`config.mk`:
```
export PLATFORM = sky130hd
export DESIGN_NAME = serial_port
export DESIGN_NICKNAME = d
export VERILOG_FILES = /design/src/hdl/serial_port.v
export VERILOG_INCLUDE_DIRS = /design/src /design/src/hdl
export SDC_FILE = /design/constraint.sdc
export NUM_CORES = 1
export LEC_CHECK = 0
export BUFFER_PORTS_ARGS = -buffer_cell sky130_fd_sc_hd__buf_4
export CORE_MARGIN = 4
export CORE_UTILIZATION = 35
export DETAILED_ROUTE_END_ITERATION = 8
export PLACE_DENSITY = 0.56
export SYNTH_ARGS = -nofsm -noshare
export SYNTH_HDL_FRONTEND = slang
export SYNTH_SLANG_ARGS = --single-unit
```
`constraint.sdc`:
```
create_clock -name core_clk -period 7.1 [get_ports core_clk]
set_input_delay 1.065 -clock core_clk [delete_from_list [all_inputs] [get_ports core_clk]]
set_output_delay 1.065 -clock core_clk [all_outputs]
set_load 0.1 [all_outputs]
```
`src/hdl/serial_port_map.vh`:
```
// constants and register layout for the framed asynchronous serial port
`ifndef SERIAL_PORT_MAP_VH
`define SERIAL_PORT_MAP_VH
`define OFS_DATA 8'h00
`define OFS_BAUD 8'h04
`define OFS_CTRLH 8'h08
`define OFS_CTRLL 8'h0c
`define MODE_HI 7
`define MODE_LO 6
`define BIT_FILT 5
`define BIT_RXEN 4
`define BIT_TX9 3
`define BIT_RX9 2
`define BIT_TXP 1
`define BIT_RXP 0
`define BIT_PAR 7
`define CLK_HI 3
`define CLK_LO 2
`define MODE_SYNC 2'b00
`define MODE_8VAR 2'b01
`define MODE_9FIX 2'b10
`define MODE_9VAR 2'b11
`define OVS_LAST 4'hf
`define OVS_MID 4'h7
`define BITS_8 4'h9
`define BITS_9 4'ha
`define RESP_OK 2'b00
`define RESP_ERR 2'b10
`endif
```
`src/hdl/serial_port.v`:
```
// framed asynchronous serial port with multiprocessor filter, axi4-lite regs
`timescale 1ns/1ps
`default_nettype none
`include "serial_port_map.vh"
module serial_port (
    input wire core_clk,
    input wire rstn,
    input wire [7:0] s_axi_awaddr,
    input wire s_axi_awvalid,
    output reg s_axi_awready,
    input wire [31:0] s_axi_wdata,
    input wire [3:0] s_axi_wstrb,
    input wire s_axi_wvalid,
    output reg s_axi_wready,
    output reg [1:0] s_axi_bresp,
    output reg s_axi_bvalid,
    input wire s_axi_bready,
    input wire [7:0] s_axi_araddr,
    input wire s_axi_arvalid,
    output reg s_axi_arready,
    output reg [31:0] s_axi_rdata,
    output reg [1:0] s_axi_rresp,
    output reg s_axi_rvalid,
    input wire s_axi_rready,
    input wire [3:0] uart_clk_en,
    input wire serial_in_pin,
    output reg serial_out_pin
);
    // state codes, one-hot
    localparam ST_IDLE = 3'b001;
    localparam ST_SHIFT = 3'b010;
    localparam ST_DONE = 3'b100;

    reg [7:0] shift_data_reg;
    reg [7:0] baud_divisor_reg;
    reg [7:0] port_ctrl_high;
    reg [7:0] port_ctrl_low;
    reg [7:0] aw_addr_r;
    reg aw_have_r;
    reg [7:0] w_data_r;
    reg w_strb_r;
    reg w_have_r;
    reg rx_s1_r;
    reg rx_s2_r;
    reg rx_prev_r;
    reg [7:0] baud_cnt_r;
    reg tick_r;
    reg [2:0] tx_st_r;
    reg [3:0] tx_ovs_r;
    reg [3:0] tx_cnt_r;
    reg [10:0] tx_sh_r;
    reg [2:0] rx_st_r;
    reg [3:0] rx_ovs_r;
    reg [3:0] rx_cnt_r;
    reg [8:0] rx_sh_r;
    reg tx_start_r;
    reg tx_done_r;
    reg rx_done_r;
    reg rx_nine_r;

    wire [1:0] mode = port_ctrl_high[`MODE_HI:`MODE_LO];
    wire is_nine = mode[1];
    wire do_wr = aw_have_r && w_have_r && !s_axi_bvalid;
    wire clk_sel = uart_clk_en[port_ctrl_low[`CLK_HI:`CLK_LO]];
    wire [3:0] last_bit = is_nine ? `BITS_9 : `BITS_8;

    // decode a byte address to a register hit
    function hit;
        input [7:0] a;
        input [7:0] ofs;
        begin
            hit = (a == ofs);
        end
    endfunction

    // oversampling tick: fixed divide in 9-bit fixed mode, else divisor
    always @(posedge core_clk or negedge rstn) begin
        if (!rstn) begin
            baud_cnt_r <= 8'h00;
            tick_r <= 1'b0;
        end else begin
            tick_r <= 1'b0;
            if (clk_sel) begin
                if (mode == `MODE_9FIX ||
                    baud_cnt_r >= baud_divisor_reg) begin // no long wrap
                    baud_cnt_r <= 8'h00;
                    tick_r <= 1'b1;
                end else begin
                    baud_cnt_r <= baud_cnt_r + 8'h01;
                end
            end
        end
    end

    // two-stage synchroniser on the receive pin, plus a delayed copy for edges
    always @(posedge core_clk or negedge rstn) begin
        if (!rstn) begin
            rx_s1_r <= 1'b1;
            rx_s2_r <= 1'b1;
            rx_prev_r <= 1'b1; // idle level, so no false edge after reset
        end else begin
            rx_s1_r <= serial_in_pin;
            rx_s2_r <= rx_s1_r;
            rx_prev_r <= rx_s2_r;
        end
    end

    // axi4-lite write channel capture, either order
    always @(posedge core_clk or negedge rstn) begin
        if (!rstn) begin
            aw_addr_r <= 8'h00;
            aw_have_r <= 1'b0;
            w_data_r <= 8'h00;
            w_strb_r <= 1'b0;
            w_have_r <= 1'b0;
            s_axi_awready <= 1'b0;
            s_axi_wready <= 1'b0;
            s_axi_bvalid <= 1'b0;
            s_axi_bresp <= `RESP_OK;
        end else begin
            s_axi_awready <= !aw_have_r && !s_axi_awready && !s_axi_bvalid;
            s_axi_wready <= !w_have_r && !s_axi_wready && !s_axi_bvalid;
            if (s_axi_awvalid && s_axi_awready) begin
                aw_addr_r <= s_axi_awaddr;
                aw_have_r <= 1'b1;
            end
            if (s_axi_wvalid && s_axi_wready) begin
                w_data_r <= s_axi_wdata[7:0];
                w_strb_r <= s_axi_wstrb[0];
                w_have_r <= 1'b1;
            end
            if (do_wr) begin
                aw_have_r <= 1'b0;
                w_have_r <= 1'b0;
                s_axi_bvalid <= 1'b1;
                s_axi_bresp <= (hit(aw_addr_r, `OFS_DATA) ||
                    hit(aw_addr_r, `OFS_BAUD) || hit(aw_addr_r, `OFS_CTRLH) ||
                    hit(aw_addr_r, `OFS_CTRLL)) ? `RESP_OK : `RESP_ERR;
            end else if (s_axi_bvalid && s_axi_bready) begin
                s_axi_bvalid <= 1'b0;
            end
        end
    end

    // register file; hardware flag sets win over software clears
    always @(posedge core_clk or negedge rstn) begin
        if (!rstn) begin
            shift_data_reg <= 8'h00;
            baud_divisor_reg <= 8'h00;
            port_ctrl_high <= 8'h00;
            port_ctrl_low <= 8'h00;
            tx_start_r <= 1'b0;
        end else begin
            tx_start_r <= 1'b0;
            if (do_wr && w_strb_r) begin
                if (hit(aw_addr_r, `OFS_DATA)) begin
                    shift_data_reg <= w_data_r;
                    tx_start_r <= 1'b1;
                end
                if (hit(aw_addr_r, `OFS_BAUD))
                    baud_divisor_reg <= w_data_r;
                if (hit(aw_addr_r, `OFS_CTRLH))
                    port_ctrl_high <= w_data_r;
                if (hit(aw_addr_r, `OFS_CTRLL))
                    port_ctrl_low <= w_data_r;
            end
            if (rx_done_r && !is_nine)
                port_ctrl_high[`BIT_RX9] <= rx_nine_r; // 8-bit: stop bit
            if (rx_st_r == ST_DONE) begin
                // 8 shifts leave the byte in [8:1], 9 shifts in [7:0]
                if (!is_nine)
                    shift_data_reg <= rx_sh_r[8:1];
                else
                    shift_data_reg <= rx_sh_r[7:0];
                if (is_nine)
                    port_ctrl_high[`BIT_RX9] <= rx_sh_r[8];
            end
            if (rx_done_r)
                port_ctrl_high[`BIT_RXP] <= 1'b1;
            if (tx_done_r)
                port_ctrl_high[`BIT_TXP] <= 1'b1;
        end
    end

    // axi4-lite read channel, one-cycle answer
    always @(posedge core_clk or negedge rstn) begin
        if (!rstn) begin
            s_axi_arready <= 1'b0;
            s_axi_rvalid <= 1'b0;
            s_axi_rdata <= 32'h00000000;
            s_axi_rresp <= `RESP_OK;
        end else begin
            s_axi_arready <= !s_axi_rvalid && !s_axi_arready;
            if (s_axi_arvalid && s_axi_arready) begin
                s_axi_rvalid <= 1'b1;
                s_axi_rresp <= `RESP_OK;
                s_axi_rdata <= 32'h00000000;
                if (hit(s_axi_araddr, `OFS_DATA))
                    s_axi_rdata[7:0] <= shift_data_reg;
                else if (hit(s_axi_araddr, `OFS_BAUD))
                    s_axi_rdata[7:0] <= baud_divisor_reg;
                else if (hit(s_axi_araddr, `OFS_CTRLH))
                    s_axi_rdata[7:0] <= port_ctrl_high;
                else if (hit(s_axi_araddr, `OFS_CTRLL))
                    s_axi_rdata[7:0] <= port_ctrl_low;
                else
                    s_axi_rresp <= `RESP_ERR;
            end else if (s_axi_rvalid && s_axi_rready) begin
                s_axi_rvalid <= 1'b0;
            end
        end
    end

    // transmitter: loads a framed word, shifts one bit per 16 ticks
    always @(posedge core_clk or negedge rstn) begin
        if (!rstn) begin
            tx_st_r <= ST_IDLE;
            tx_ovs_r <= 4'h0;
            tx_cnt_r <= 4'h0;
            tx_sh_r <= 11'h7ff;
            tx_done_r <= 1'b0;
            serial_out_pin <= 1'b1;
        end else begin
            tx_done_r <= 1'b0;
            case (tx_st_r)
                ST_IDLE: begin
                    serial_out_pin <= 1'b1;
                    if (tx_start_r && mode != `MODE_SYNC) begin
                        // stop, ninth, data, start; LSB goes first
                        if (is_nine)
                            tx_sh_r <= {1'b1, port_ctrl_high[`BIT_TX9],
                                shift_data_reg, 1'b0};
                        else
                            tx_sh_r <= {2'b11, shift_data_reg, 1'b0};
                        tx_ovs_r <= 4'h0;
                        tx_cnt_r <= 4'h0;
                        tx_st_r <= ST_SHIFT;
                    end
                end
                ST_SHIFT: begin
                    serial_out_pin <= tx_sh_r[0];
                    if (tick_r) begin
                        tx_ovs_r <= tx_ovs_r + 4'h1;
                        if (tx_ovs_r == `OVS_LAST) begin
                            tx_sh_r <= {1'b1, tx_sh_r[10:1]};
                            tx_cnt_r <= tx_cnt_r + 4'h1;
                            if (tx_cnt_r == last_bit)
                                tx_st_r <= ST_DONE;
                        end
                    end
                end
                ST_DONE: begin
                    serial_out_pin <= 1'b1;
                    tx_done_r <= 1'b1;
                    tx_st_r <= ST_IDLE;
                end
                default: tx_st_r <= ST_IDLE;
            endcase
        end
    end

    // receiver: start detect, mid-bit sampling, filter decision at stop
    always @(posedge core_clk or negedge rstn) begin
        if (!rstn) begin
            rx_st_r <= ST_IDLE;
            rx_ovs_r <= 4'h0;
            rx_cnt_r <= 4'h0;
            rx_sh_r <= 9'h000;
            rx_done_r <= 1'b0;
            rx_nine_r <= 1'b0;
        end else begin
            rx_done_r <= 1'b0;
            case (rx_st_r)
                ST_IDLE: begin
                    rx_ovs_r <= 4'h0;
                    rx_cnt_r <= 4'h0;
                    // falling edge only: a low stop bit cannot restart us
                    if (port_ctrl_high[`BIT_RXEN] && mode != `MODE_SYNC &&
                        rx_prev_r && !rx_s2_r)
                        rx_st_r <= ST_SHIFT;
                end
                ST_SHIFT: begin
                    if (tick_r) begin
                        rx_ovs_r <= rx_ovs_r + 4'h1;
                        if (rx_ovs_r == `OVS_MID) begin
                            rx_cnt_r <= rx_cnt_r + 4'h1;
                            if (rx_cnt_r == 4'h0) begin
                                if (rx_s2_r)
                                    rx_st_r <= ST_IDLE;
                            end else if (rx_cnt_r == last_bit) begin
                                // stop bit sampled: frame ends here
                                rx_st_r <= ST_DONE;
                                rx_nine_r <= rx_s2_r;
                            end else begin
                                rx_sh_r <= {rx_s2_r, rx_sh_r[8:1]};
                            end
                        end
                    end
                end
                ST_DONE: begin
                    rx_st_r <= ST_IDLE;
                    if (is_nine) begin
                        // rx_sh_r[8] holds ninth bit after 9 shifts
                        if (!port_ctrl_high[`BIT_FILT] || rx_sh_r[8])
                            rx_done_r <= 1'b1;
                    end else if (!port_ctrl_high[`BIT_FILT] || rx_nine_r) begin
                        rx_done_r <= 1'b1;
                    end
                end
                default: rx_st_r <= ST_IDLE;
            endcase
        end
    end
endmodule // serial_port
`default_nettype wire

```
Word-level counts from Yosys, hierarchy flattened --
Cells that the tools add are included.
Cells by class: reduce and logical (&&, ||, !) cells 66, equality and inequality tests 26, add/subtract/negate cells 5, bitwise gates (word level) 2, mux-type cells 70, magnitude comparators 2
Operators with widths (number):
- $mux W8 | 9
- $mux W3 | 12
- $mux W11 | 3
- $eq A8 B4 Y1 const B | 4
- $pmux W4 S2 | 4
- $mux W4 | 7
- $reduce_bool A2 Y1 | 14
- $mux W1 | 23
- $pmux W11 S2 | 1
- $logic_and A1 B1 Y1 | 18
- $add A4 B1 Y4 const B | 4
- $eq A8 B3 Y1 const B | 2
- $logic_not A8 Y1 | 2
- $reduce_and A5 Y1 | 3
- $ne A2 B2 Y1 const B | 7
- $reduce_and A2 Y1 | 7
- $mux W2 | 6
- $pmux W3 S2 | 2
- $logic_not A1 Y1 | 10
- $mux W10 | 1
- $add A8 B1 Y8 const B | 1
- $eq A4 B4 Y1 | 2
- $ge A8 B8 Y1 | 1
- $reduce_and A4 Y1 | 2
- 15 further kinds | 26
Storage, ports and cells: bits in registers 127, logic and storage cells 209

Depth between registers and ports, before layout --
depth in word-level cells 7, depth in mapped cells 7, gate-level depth less buffers 7

Worst setup path after synthesis --
Ideal clock, no wire load.
path kind register to register, start point register s_axi_bvalid, end point register shift_data_reg[0], arrival 2339 ps, setup slack 4637 ps, data required time 6975 ps, library setup time 125 ps, stages on the path, launching flop included 5, path through dfrtp_1 -> nand3b_1 -> or4_4 -> o31ai_4 -> mux2_2
Between the ends: word-level cells in the longest chain between the ends 5
Ends and longest elaborated chain:
- start: declaration | line serial_port.v:16 | output reg s_axi_bvalid,
- start signal: assignment | line serial_port.v:118 | s_axi_bvalid <= 1'b0;
- start signal: assignment | line serial_port.v:135 | s_axi_bvalid <= 1'b1;
- start signal: assignment | line serial_port.v:140 | s_axi_bvalid <= 1'b0;
- $logic_not A1 Y1 | line serial_port.v:63 | wire do_wr = aw_have_r && w_have_r && !s_axi_bvalid;
- $logic_and A1 B1 Y1 | line serial_port.v:63
- $logic_and A1 B1 Y1 | line serial_port.v:155 | if (do_wr && w_strb_r) begin
- $reduce_bool A2 Y1 (no line)
- $reduce_and A2 Y1 (no line)
- end signal: assignment | line serial_port.v:157 | shift_data_reg <= w_data_r;
- end signal: assignment | line serial_port.v:172 | shift_data_reg <= rx_sh_r[8:1];
- end signal: assignment | line serial_port.v:174 | shift_data_reg <= rx_sh_r[7:0];
- end: declaration | line serial_port.v:34 | reg [7:0] shift_data_reg;
No other way between the ends. A chain may end at the register's enable or synchronous reset.

Final worst setup path --
start point register port_ctrl_high[7], end point register baud_cnt_r[5]
Between the ends: word-level cells in the longest chain between the ends 3
Ends and longest elaborated chain:
- start: declaration | line serial_port.v:36 | reg [7:0] port_ctrl_high;
- start signal: assignment | line serial_port.v:163 | port_ctrl_high <= w_data_r;
- start signal: indexed assignment | line serial_port.v:168 | port_ctrl_high[`BIT_RX9] <= rx_nine_r;
- start signal: indexed assignment | line serial_port.v:176 | port_ctrl_high[`BIT_RX9] <= rx_sh_r[8];
- $eq A2 B2 Y1 (no line)
- $logic_or A1 B1 Y1 | line serial_port.v:84 | if (mode == `MODE_9FIX ||
- $mux W8 | line serial_port.v:84
- end signal: assignment | line serial_port.v:89 | baud_cnt_r <= baud_cnt_r + 8'h01;
- end: declaration | line serial_port.v:46 | reg [7:0] baud_cnt_r;
No other way between the ends.

==> impl_metrics.csv <==
group,metric,value,unit
cells_and_area,largest_reg_flops,10,
timing,finalCritPeriodShare,0.357,
synth,synth_top_area_cell,"dfrtp_1",
cts,cts_resized,0,
synth,ys_warn_count,0,
power_and_ir_drop,intPower,1540,uW
global_route,grt_max_degree,76,
cells_and_area,regMostFlops,"tx_sh_r",
floorplan,fp-row-count,47,
cells_and_area,final_cell_mix,"dfrtp_1, o21ai_0, nand2_1",
cts,cts.sinks,124,
global_route,met1_usage,0.184,
worst_hold_path,whs_path_depth,0,
setup_path,r2r_setup_slack,4.57,ns
setup_path,critPathMaxFanout,22,
timing,finClkSkew,0.00964,ns
global_route,met3_usage,0.0432,
synth,ys_ff_latch,124,
global_route,grt-ovfl-total,0,
cts,cts_tree,"yes",
synth,synth_top_area_frac,0.446,
setup_path,crit_path_end_kind,"flip-flop",
synth,syn_avg_cell_area,11.0,sq um
routing,routed_wl,13.2,mm
cts,path_clk_slew,0.05,ns
cells_and_area,final_common_cell,"dfrtp_1",
cells_and_area,n_fill_cell,1553,
cts,cts_hold_buf,0,
global_route,grt_pass1_wl,22.1,mm
worst_hold_path,holdPathEnd,"rx_s2_r",
cts,htreeDepth,4,
power_and_ir_drop,power.leakage,0.00317,uW
cts,clock_path_buffers,2,
cells_and_area,reg_top3,"tx_sh_r: 10 flops, rx_sh_r: 9 flops",
timing,drv_slew,0,
power_and_ir_drop,p_sw,787,uW
cells_and_area,diodes,0,
timing,worst_pin_slew,0.988,ns
global_route,grt_use_total,0.140,
power_and_ir_drop,ir_worst_vdd,0.221,mV
timing,relSlewSlack,0.341,
routing,vias,4243,
setup_path,cp.required,7.41,ns
power_and_ir_drop,power.share.switching,0.338,
global_route,grt_pass1_vias,4308,
cells_and_area,syn2layout_area_growth,18.3,%
floorplan,pin_count,106,
placement,hpwl,9.40,mm
timing,hold_viol,0,
power_and_ir_drop,cellPowerDensity,325,mW/mm^2
setup_path,r2r_start,"port_ctrl_high[7]",
timing,setup_viol,0,
worst_hold_path,hp-start,"rx_s1_r",
power_and_ir_drop,finalPower,2330,uW
synth,yosys-top-cells-area,"dfrtp_1, mux2_2, dfstp_2, o21ai_0, nand2_1",
cells_and_area,layout-drive-gt1-share,0.277,
timing,fin_crit,2.53,ns
setup_path,worst_setup_path_start_kind,"flip-flop",
global_route,grt_util_met2,0.225,
setup_path,rr_endpoint,"baud_cnt_r[5]",
cts,post_cts_buffers,0,
routing,drtIter0Drc,286,
timing,holdWs,0.357,ns
flow_run,maxCapViolCount,0,
power_and_ir_drop,seqPwrFrac,0.416,
cts,clkLatencyLatePin,0.41,ns
timing,fmax,395,MHz
synth,ys.flop_type,"dfrtp_1",
setup_path,worstPathArrival,2.84,ns
global_route,top_usage_layer,"met2",
synth,yosysSeqAreaShare,0.515,
timing,tns,0,ns
setup_path,reg2reg_depth,3,
cts,cts-root-buf,"clkbuf_16",
power_and_ir_drop,p_comb_frac,0.223,
routing,ant_nets,0,
floorplan,die_height,140,um
synth,syn_area,0.00607,sq mm
timing,rsz0062_at_grt,"no",
placement,io_buffers,52,
synth,ys_async_sr_fraction,1.00,
routing,dr.pass1.iters,4,
routing,via_per_inst,5.05,
routing,drc,0,
floorplan,die_area,0.0195,sq mm
placement,routabilityCongestion,0.780,
floorplan,dieWidth,140,um
floorplan,core,0.0168,sq mm
power_and_ir_drop,power_frac_clock,0.360,
synth,synth_cell_types,56,
cells_and_area,nNetsFinal,685,
floorplan,start_util,0.362,
setup_path,path_class,"reg -> reg",
outcome,status,"finished, final reports clean",
routing,wl_per_cell,15.7,um
global_route,antenna_found_initial,0,
worst_hold_path,hp-class,"reg -> reg",
cts,cts_buffers,17,
synth,synth-edff-count,0,
synth,synth_cells,552,
==> power by group through the flow <==
stage	Combinational, uW	Clock (uW)	Sequential, uW
global route	565	891	988
global placement	512	0	972
CTS	524	856	969
finish	520	839	970
detailed placement	522	0	979
floorplan	336	0	1010
==> through the flow <==
| stage | utilization | area [sq um] | worst slack, ns | cells |
|---|---|---|---|---|
| 2_1_floorplan | - | 6160 | 4.64 | 577 |
| 3_3_place_gp | 0.394 | 6600 | 4.53 | 808 |
| 3_5_place_dp | 0.394 | 6600 | 4.50 | 808 |
| 4_1_cts | 0.428 | 7170 | 4.60 | 840 |
| 5_1_grt | 0.428 | 7170 | 4.42 | 840 |
| 6_report | 0.428 | 7170 | 4.57 | 840 |
==> area by class of cell <==
cell class	count	area, sq um	share of cell area
Sequential cell	124	3120	0.435
Multi-Input combinational cell	373	2650	0.369
Clock buffer	24	482	0.0672
Timing Repair Buffer	56	420	0.0586
Tap cell	220	275	0.0384
Inverter	35	131	0.0183
Clock inverter	8	92.6	0.0129
==> critical path, stage by stage (launching register included) <==
cell	delay, ns
dfrtp_1	0.72
a221oi_1	0.98
nand3b_1	0.41
o31ai_1	0.32
==> worst max-delay path by stage <==
stage	start	to	slack [ns]	depth (start not counted)
6_report	port_ctrl_high[7]	baud_cnt_r[5]	4.57	3
5_1_grt	port_ctrl_high[7]	baud_cnt_r[7]	4.42	3
4_1_cts	port_ctrl_high[7]	baud_cnt_r[7]	4.60	3
3_5_place_dp	rstn	port_ctrl_high[7]	4.50	2
3_3_place_gp	rstn	tx_cnt_r[1]	4.53	2
2_1_floorplan	s_axi_bvalid	shift_data_reg[0]	4.64	4
==> cell families (layout without fill, tap and decap cells) <==
logic type               Yosys count  count (layout)  synth area share
buffers and inverters             80             123            0.0658
multiplexers                      78              78             0.155
other                              1              26          0.000618
adder cells (fa/ha/maj)           14              14            0.0289
flip-flops                       124             124             0.515
XOR/XNOR                           3               3           0.00433
AND/OR/NAND/NOR                  137             137             0.117
AO/OA/AOI/OAI                    115             115             0.113
==> metal layers <==
layer	wire, um	part of all wire	vias up
met4	133	0.010	0
met2	6300	0.48	111
met3	677	0.051	10
met5	0	0	-
met1	6110	0.46	2101
li1	-	-	2021
==> cell usage after synthesis (3+ instances only) <==
master,number
nand3_1,8
ha_1,14
o22ai_1,3
clkbuf_1,16
mux2i_1,21
inv_1,35
nand3b_1,5
nor2b_1,4
a21oi_1,16
a31oi_1,8
o21ai_0,64
mux2_2,49
nand2_1,60
mux4_2,8
a32oi_1,4
nand2b_1,6
and3_1,3
nor3_1,7
a22o_1,3
buf_4,26
nor3b_1,6
dfrtp_1,108
dfstp_2,16
xor2_1,3
or2_2,4
nor2_1,15
Note: power is estimated with default switching activity, not from simulation.
